## src/seq_stamp_defs.svh

```systemverilog
`ifndef SEQ_STAMP_DEFS_SVH
`define SEQ_STAMP_DEFS_SVH

// register offsets, bank zero
`define OFS_CHAN7_STAMP_HIGH  8'h9C
`define OFS_CHAN7_STAMP_LOW   8'h9D
`define OFS_CHAN8_STAMP_HIGH  8'h9E
`define OFS_CHAN8_STAMP_LOW   8'h9F
`define OFS_PAGE_CHOICE       8'hF0

// field positions and reset values
`define PAGE_BIT              0
`define STAMP_RESET           16'h0000
`define PAGE_RESET            1'b0

// sequence control codes
`define SEQ_CODE_RISE         2'h1
`define SEQ_CODE_FALL         2'h2

// timebase: one stamp step in ns, clock period in ns
`define STAMP_STEP_NS         50000
`define MCLK_PERIOD_NS        50
`define STEP_CYCLES           (`STAMP_STEP_NS / `MCLK_PERIOD_NS)

`endif

```

## src/seq_stamp_pkg.sv

```systemverilog
package seq_stamp_pkg;

  // sequence phase, one-hot
  typedef enum logic [2:0] {
    SEQ_IDLE = 3'b001,
    SEQ_RISE = 3'b010,
    SEQ_FALL = 3'b100
  } seq_state_t;

  // one channel's comparator view, already synchronised
  typedef struct packed {
    logic above_uv;
    logic above_off;
  } chan_cmp_t;

  // register access request from the serial front end
  typedef struct packed {
    logic       rd;
    logic       wr;
    logic [7:0] addr;
    logic [7:0] wdata;
  } reg_req_t;

endpackage

```

## src/stamp_tick_gen.sv

```systemverilog
`timescale 1ns/10ps
`include "seq_stamp_defs.svh"

// divides mclk down to one pulse per stamp step
module stamp_tick_gen
  import seq_stamp_pkg::*;
(
  // clocking
  input  wire logic mclk,
  input  wire logic rst_b,
  input  wire logic clk_en,
  // control
  input  wire logic restart,
  // output
  output logic      tick
);

  localparam int STEP_CYC = `STEP_CYCLES;
  localparam logic [10:0] LAST = 11'(STEP_CYC - 1);

  logic [10:0] div_r;

  // restart zeroes the phase so a step is a full 50 us from trigger
  always_ff @(posedge mclk) begin
    if (!rst_b) begin
      div_r <= 11'h000;
      tick  <= 1'b0;
    end else if (clk_en) begin
      if (restart) begin
        div_r <= 11'h000;
        tick  <= 1'b0;
      end else if (div_r == LAST) begin
        div_r <= 11'h000;
        tick  <= 1'b1;
      end else begin
        div_r <= div_r + 11'h001;
        tick  <= 1'b0;
      end
    end
  end

endmodule // stamp_tick_gen

```

## src/seq_stamp_capture.sv

```systemverilog
`timescale 1ns/10ps
`include "seq_stamp_defs.svh"

// What this block does
// - each channel stamp in two read-only bytes
// - capture sequence timer during triggered sequence
// - code 01: latch on rising undervolt crossing
// - code 10: latch on falling off crossing
// - timer advances once every 50 us
// - page bit 0 selects bank zero or one
module seq_stamp_capture
  import seq_stamp_pkg::*;
(
  // clocking
  input  wire logic       mclk,
  input  wire logic       rst_b,
  input  wire logic       clk_en,
  // sequence triggers, one-cycle pulses with code
  input  wire logic       seq_start,
  input  wire logic [1:0] seq_code,
  // comparator pins, channels 7 and 8
  input  wire logic [1:0] above_uv_pin,
  input  wire logic [1:0] above_off_pin,
  // register port from serial front end
  input  reg_req_t        req,
  // register answers
  output logic [7:0]      rdata,
  output logic            rvalid,
  output logic            bank_one
);

  seq_state_t  state_r;
  logic [15:0] timer_r;
  logic        tick;
  logic        restart;
  logic [1:0]  uv_m_r;
  logic [1:0]  uv_s_r;
  logic [1:0]  off_m_r;
  logic [1:0]  off_s_r;
  logic [1:0]  uv_d_r;
  logic [1:0]  off_d_r;
  logic [1:0]  done_r;
  logic [15:0] stamp_r [2];
  chan_cmp_t   cmp [2];
  logic        bank0;

  assign restart = seq_start && (seq_code == `SEQ_CODE_RISE || seq_code == `SEQ_CODE_FALL);
  assign bank0   = !bank_one;

  stamp_tick_gen u_tick (
    .mclk    (mclk),
    .rst_b   (rst_b),
    .clk_en  (clk_en),
    .restart (restart),
    .tick    (tick)
  );

  // two-stage synchronisers on comparator pins
  always_ff @(posedge mclk) begin
    if (!rst_b) begin
      uv_m_r  <= 2'h0;
      uv_s_r  <= 2'h0;
      off_m_r <= 2'h0;
      off_s_r <= 2'h0;
    end else if (clk_en) begin
      uv_m_r  <= above_uv_pin;
      uv_s_r  <= uv_m_r;
      off_m_r <= above_off_pin;
      off_s_r <= off_m_r;
    end
  end

  // delayed copies for edge detection
  always_ff @(posedge mclk) begin
    if (!rst_b) begin
      uv_d_r  <= 2'h0;
      off_d_r <= 2'h0;
    end else if (clk_en) begin
      uv_d_r  <= uv_s_r;
      off_d_r <= off_s_r;
    end
  end

  // sequence phase
  always_ff @(posedge mclk) begin
    if (!rst_b) begin
      state_r <= SEQ_IDLE;
    end else if (clk_en && seq_start) begin
      case (seq_code)
        `SEQ_CODE_RISE: state_r <= SEQ_RISE;
        `SEQ_CODE_FALL: state_r <= SEQ_FALL;
        default:        state_r <= state_r;
      endcase
    end
  end

  // sequence timer, saturates so a late edge reads full scale
  always_ff @(posedge mclk) begin
    if (!rst_b) begin
      timer_r <= 16'h0000;
    end else if (clk_en) begin
      if (restart) begin
        timer_r <= 16'h0000;
      end else if (tick && state_r != SEQ_IDLE && timer_r != 16'hFFFF) begin
        timer_r <= timer_r + 16'h0001;
      end
    end
  end

  // per-channel capture, first crossing of the sequence only
  genvar g;
  generate
    for (g = 0; g < 2; g++) begin : g_chan
      logic hit;
      assign cmp[g].above_uv  = uv_s_r[g];
      assign cmp[g].above_off = off_s_r[g];
      always_comb begin
        hit = 1'b0;
        case (state_r)
          SEQ_RISE: hit = cmp[g].above_uv && !uv_d_r[g];
          SEQ_FALL: hit = !cmp[g].above_off && off_d_r[g];
          default:  hit = 1'b0;
        endcase
      end
      always_ff @(posedge mclk) begin
        if (!rst_b) begin
          stamp_r[g] <= `STAMP_RESET;
          done_r[g]  <= 1'b0;
        end else if (clk_en) begin
          if (restart) begin
            done_r[g] <= 1'b0;
          end else if (hit && !done_r[g]) begin
            stamp_r[g] <= timer_r;
            done_r[g]  <= 1'b1;
          end
        end
      end
    end
  endgenerate

  // bank choice register, bit 0 only writable
  always_ff @(posedge mclk) begin
    if (!rst_b) begin
      bank_one <= `PAGE_RESET;
    end else if (clk_en && req.wr && req.addr == `OFS_PAGE_CHOICE) begin
      bank_one <= req.wdata[`PAGE_BIT];
    end
  end

  // read mux; stamp bytes ignore writes, other bank reads zero here
  always_ff @(posedge mclk) begin
    if (!rst_b) begin
      rdata  <= 8'h00;
      rvalid <= 1'b0;
    end else if (clk_en) begin
      rvalid <= req.rd;
      if (!req.rd) begin
        rdata <= 8'h00;
      end else if (req.addr == `OFS_PAGE_CHOICE) begin
        rdata <= {7'h00, bank_one};
      end else if (bank0 && req.addr == `OFS_CHAN7_STAMP_HIGH) begin
        rdata <= stamp_r[0][15:8];
      end else if (bank0 && req.addr == `OFS_CHAN7_STAMP_LOW) begin
        rdata <= stamp_r[0][7:0];
      end else if (bank0 && req.addr == `OFS_CHAN8_STAMP_HIGH) begin
        rdata <= stamp_r[1][15:8];
      end else if (bank0 && req.addr == `OFS_CHAN8_STAMP_LOW) begin
        rdata <= stamp_r[1][7:0];
      end else begin
        rdata <= 8'h00;
      end
    end
  end
endmodule // seq_stamp_capture

```

## config.mk

```make
export PLATFORM = sky130hd
export DESIGN_NAME = seq_stamp_capture
export DESIGN_NICKNAME = d
export VERILOG_FILES = /design/src/seq_stamp_pkg.sv /design/src/stamp_tick_gen.sv /design/src/seq_stamp_capture.sv
export VERILOG_INCLUDE_DIRS = /design/src
export SDC_FILE = /design/constraint.sdc
export NUM_CORES = 1
export LEC_CHECK = 0
export BUFFER_PORTS_ARGS = -buffer_cell sky130_fd_sc_hd__buf_2
export CAP_MARGIN = 20
export CORE_MARGIN = 5
export CORE_UTILIZATION = 50
export DETAILED_ROUTE_END_ITERATION = 8
export GPL_ROUTABILITY_DRIVEN = 0
export PLACE_DENSITY = 0.77
export SLEW_MARGIN = 15
export SYNTH_ARGS = -nofsm -noshare
export SYNTH_HDL_FRONTEND = slang
export SYNTH_SLANG_ARGS = --single-unit
```

## constraint.sdc

```tcl
create_clock -name mclk -period 4.3 [get_ports mclk]
set_clock_uncertainty 0.05 [all_clocks]
set_input_delay 0.86 -clock mclk [delete_from_list [all_inputs] [get_ports mclk]]
set_output_delay 0.86 -clock mclk [all_outputs]
set_load 0.02 [all_outputs]
```

==> results.yml, run 1 <==
global_routing:
  grt.total_usage_pct: 16.1
  busiest_layer: "met2"
  grt_pass1_wl_um: 12800
  use_met2_pct: 26.8
  overflow: 0
  grt_max_degree: 31
  antenna_found_initial: 0
  grt_pass1_vias: 2753
  use_met3_pct: 3.47
  grtUsageMet1_pct: 20.3
yosys:
  netlist_instances: 387
  synthArstFlopShare_pct: 0
  syn_nets: 418
  synth.area.top_cells: "dfxtp_1, edfxtp_1, and2_1, mux2i_1, nor2_1"
  yosysTopAreaCell: "dfxtp_1"
  synth_edf_count: 32
  yosysTopAreaCellShare_pct: 27.8
  synthDistinctLibCells: 52
  ys.flop_type: "dfxtp_1"
  synth.avg_cell_area_um2: 10.2
  synth_area_um2: 3960
  ys_seq_area_share_pct: 52.1
  synth-seq-cells: 87
  yosys_warnings: 0
timing:
  timing.hold.ws_ns: 0.412
  fin_crit_sh_pct: 61.9
  fin_tns_setup_ns: 0
  finalSetupViolCount: 0
  maxSlewViolCount: 0
  slew_headroom_pct: 30.6
  rsz0062_at_grt: "no"
  timing_hold_violations_final: 0
  fin_crit_ns: 2.66
  tightest_slew_ns: 1.04
  fmax_mhz: 376
routing:
  routed_wl_um: 7500
  drtPass1Iterations: 4
  routed_via_density: 5.40
  drt-initial-drc-count: 117
  vias: 2820
  wl_per_cell_um: 14.4
  ant_nets: 0
  drc: 0
finish:
  stdcell_count: 522
  mostFrequentLayoutCells: "dfxtp_1, nor2_1, nand2_1"
  area_growth_pct: 10.8
  drive_gt1_share_pct: 16.7
  final_common_cell: "dfxtp_1"
  fin_nets: 446
  diodes: 0
clocking:
  holdBufCountCts: 0
  cts_sinks: 87
  numCtsBuffers: 9
  clk_latency_ns: 0.35
  cts_resized: 0
  cts.path.max_buffers: 2
  cts.htree.levels: 3
  clkTransAtPathRegs_ns: 0.08
  root_buffer: "clkbuf_8"
  cts_tree: "built"
  post_cts_buffers: 0
min_path:
  min_path_type: "register to register"
worst_setup_path:
  crit_type: "input pin to register"
  end_kind: "register"
  cp_data_arrival_time_ns: 2.84
  path_common_cell: "nand2_1"
  cp.required_ns: 4.48
  start_kind: "input pin"
  crit_chain: "buf_2 -> inv_1 -> or2_2 -> nand2_1 -> or4_1 -> nand2_1"
  path_max_fanout: 25
  crit_slowest_cell: "buf_2"
  max_stage_delay_ns: 0.44
placement:
  placed_cells: 506
  dpl.hpwl_um: 5410
  io_buffer_count: 30
die:
  rows: 32
  fp.dieW_um: 99.0
  pin_count: 38
  start_util_pct: 51.2
  die_h_um: 99.0
  dieArea_um2: 9800
  core_um2: 7730
power_and_ir_drop:
  p_per_area_nw_per_um2: 351
  p_leak_nw: 1.63
  peakVddDrop_v: 0.000149
run_status:
  status: "finished, final reports clean"
run:
  cap_violations: 0
synth_stat cells, drive strengths merged, types with 2 or more instances:
library cell	instances
ha	3
buf	10
o21ai	5
xor2	8
a21o	3
nand2b	2
a32oi	2
a21oi	25
nand3	14
dfxtp	55
o31ai	2
inv	9
clkbuf	5
o2111ai	2
nor2	49
or2	4
and2	32
nor2b	2
nor4	6
nor3b	3
nor3	9
and4	3
or3	5
o211ai	9
a31oi	2
xnor2	9
nand2	35
nand4	8
edfxtp	32
or4	3
mux2i	20
kinds of logic (layout without fill, tap and decap cells):
group / count (synthesis) / in the layout / share of synthesized area, %
simple gates: 181 / 181 / 25.3
flops: 87 / 87 / 52.1
fa+ha+maj: 3 / 3 / 0.948
xor+xnor: 17 / 17 / 3.76
mux: 21 / 21 / 5.62
compound gates: 54 / 54 / 9.38
buf+inv: 24 / 57 / 2.91
final timing paths:
kind / start / to / slack, ns / cells past startpoint
max reg2reg: u_tick.div_r[0] / u_tick.div_r[8] / 2.17 / 6
min: rdata[1] / rdata[1] / 0.41 / 2
min reg2reg: rdata[1] / rdata[1] / 0.41 / 2
max: clk_en / timer_r[9] / 1.64 / 6
per-layer routing:
layer	wire length, um	up-vias
met5	0	-
met4	99	0
met3	306	11
met2	3670	56
met1	3420	1321
li1	-	1432
registers in the layout, summed over array words and instances, names as in the netlist, 3 cells and up:
signal        flops
stamp_r          32
rdata             8
state_r           3
timer_r          16
u_tick.div_r     11
worst max-delay path: cells and delay by family:
family / cells / cell delay, ns
AND/OR/NAND/NOR: 4 / 1.12
buffers and inverters: 2 / 0.84
power breakdown:
part | leakage (nW) | switching, W | internal, W
Clock | 0.107 | 0.000279 | 0.000302
Combinational | 0.746 | 0.0000517 | 0.0000274
Sequential | 0.774 | 0.00000933 | 0.000868
Total | 1.63 | 0.000340 | 0.00120
metrics by stage:
step | area (um2) | util, % | setup WS, ns | power (W)
final | 4390 | 56.8 | 1.64 | 0.00154
after global routing | 4390 | 56.8 | 1.45 | 0.00159
after CTS | 4390 | 56.8 | 1.63 | 0.00155
after detailed placement | 4180 | 54.1 | 1.28 | 0.000976
after global placement | 4180 | 54.1 | 1.27 | 0.000973
after floorplan | 3960 | - | 0.969 | 0.000951
layout make-up:
| cell class | instances | area [um2] |
|---|---|---|
| repair buffers | 32 | 165 |
| clock inverters | 4 | 51.3 |
| well taps | 102 | 128 |
| flip-flops and latches | 87 | 2060 |
| clock buffers | 12 | 155 |
| fillers | 691 | 3340 |
| inverters | 9 | 33.8 |
| multi-input cells | 276 | 1790 |
No activity file was read; power rests on OpenSTA's default activity.
==> run 2, diff against run 1 <==
clock period = 2.55 ns   (was 4.3 ns; I/O delays follow)
==> run 2 against run 1 <==
Non-clock buffer count grew 6. Sequential power grew 69%. Sequential share of layout area decreased by 0.76 points. Die area did not move. Critical path depth grew 1. Highest routed layer unchanged. Power up 73%. Utilization up 0.94 points. Setup slack got worse by 1.0 ns. Via count down 0.25%.
==> results.yml, run 2 (synthesized netlist as in run 1, its figures left out) <==
finish:
  largest-register: "stamp_r"
  fin_nets: 452
  area_growth_pct: 12.6
  mostFrequentLayoutCells: "dfxtp_1, nor2_1, nand2_1"
  largest_reg_flops: 32
  multi_input_area_um2: 1790
  final_common_cell: "dfxtp_1"
  top_regs: "stamp_r x32, timer_r x16, u_tick.div_r x11"
  diodes: 0
  fill_cells: 653
  drive_gt1_share_pct: 17.6
  seq_area_um2: 2060
die:
  dieArea_um2: 9800
  core_um2: 7730
  start_util_pct: 51.2
  die_h_um: 99.0
  fp.dieW_um: 99.0
  rows: 32
  pin_count: 38
timing:
  fmax_mhz: 513
  timing.hold.ws_ns: 0.340
  fin_crit_ns: 1.95
  maxSlewViolCount: 0
  timing_hold_violations_final: 0
  fin_crit_sh_pct: 76.5
  fin_tns_setup_ns: 0
  slew_headroom_pct: 62.8
  tightest_slew_ns: 0.557
  finalSetupViolCount: 0
  rsz0062_at_grt: "no"
clocking:
  cts_resized: 0
  numCtsBuffers: 9
  cts.htree.levels: 3
  clk_latency_ns: 0.35
  cts.path.max_buffers: 2
  root_buffer: "clkbuf_8"
  cts_sinks: 87
  holdBufCountCts: 0
  post_cts_buffers: 0
  clkTransAtPathRegs_ns: 0.09
  cts_tree: "built"
power_and_ir_drop:
  p_sw_share_pct: 21.4
  peakVddDrop_v: 0.000268
  combPwrFrac_pct: 5.2
  pwr-share-clk_pct: 39.3
  p_per_area_nw_per_um2: 598
  p_leak_nw: 1.66
  power_frac_seq_pct: 55.5
  power.internal_w: 0.00210
  p_switching_w: 0.000571
global_routing:
  grt.total_usage_pct: 15.8
  grt_max_degree: 23
  overflow: 0
  antenna_found_initial: 0
  grt_pass1_vias: 2726
  grt_pass1_wl_um: 12600
worst_setup_path:
  crit_type: "input pin to register"
  max_stage_delay_ns: 0.36
  end_kind: "register"
  crit_slowest_cell: "o31ai_2"
  crit_chain: "buf_2 -> inv_1 -> ha_1 -> nand2b_1 -> nand2_1 -> o31ai_2 -> buf_12"
  critPathLaunch: "seq_code[0]"
  cp.required_ns: 2.56
  path_max_fanout: 16
  cp_data_arrival_time_ns: 1.96
  r2r-start: "u_tick.div_r[0]"
  start_kind: "input pin"
routing:
  routed_wl_um: 7330
  drt-initial-drc-count: 134
  routed_via_density: 5.33
  vias: 2813
  wl_per_cell_um: 13.9
  drtPass1Iterations: 4
  ant_nets: 0
  drc: 0
placement:
  dpl.hpwl_um: 5320
  io_buffer_count: 30
run_status:
  status: "finished, final reports clean"
run:
  cap_violations: 0
min_path:
  hp-start: "req[0]"
  min_path_type: "input pin to register"
run 2: worst paths after layout:
kind	cells after the start	slack [ns]	endpoint
setup / recovery	7	0.60	stamp_r[0][9]
hold reg to reg	2	0.41	rdata[1]
hold / removal	3	0.34	bank_one
setup reg to reg	7	0.68	u_tick.div_r[8]
run 2: metal layers:
| layer | GRT usage, % | share of wire, % |
|---|---|---|
| met5 | 0 | 0 |
| met3 | 3.75 | 4.0 |
| met2 | 25.8 | 48 |
| met1 | 20.7 | 47 |
| met4 | 5.36 | 1.2 |
run 2: stage by stage:
step	area, um2	setup slack [ns]	instances	total power, W	utilization (%)
final	4460	0.600	528	0.00267	57.7
after global routing	4460	0.465	528	0.00277	57.7
after CTS	4460	0.623	528	0.00269	57.7
after detailed placement	4240	0.245	512	0.00165	54.9
after global placement	4240	0.276	512	0.00165	54.9
after floorplan	3970	0.0457	387	0.00160	-
run 2: power groups by stage:
stage	clock [W]	combinational, W	sequential (W)
floorplan	0	0.0000950	0.00151
global placement	0	0.000136	0.00151
detailed placement	0	0.000139	0.00151
CTS	0.00107	0.000140	0.00148
global route	0.00113	0.000155	0.00148
finish	0.00105	0.000139	0.00148
run 2: worst max-delay path: cells and delay by family:
kind	cells	cell delay, ns
AOI/OAI and AO/OA	1	0.36
adders and majority gates	1	0.25
buffers and inverters	3	0.30
and+or+nand+nor	2	0.52
run 2: cell type report:
cell class | count | area share [%]
clock buffers | 11 | 3.17
repair buffers | 38 | 4.99
well taps | 102 | 2.86
flip-flops and latches | 87 | 46.2
multi-input cells | 276 | 40.2
inverters | 9 | 0.757
clock inverters | 5 | 1.80
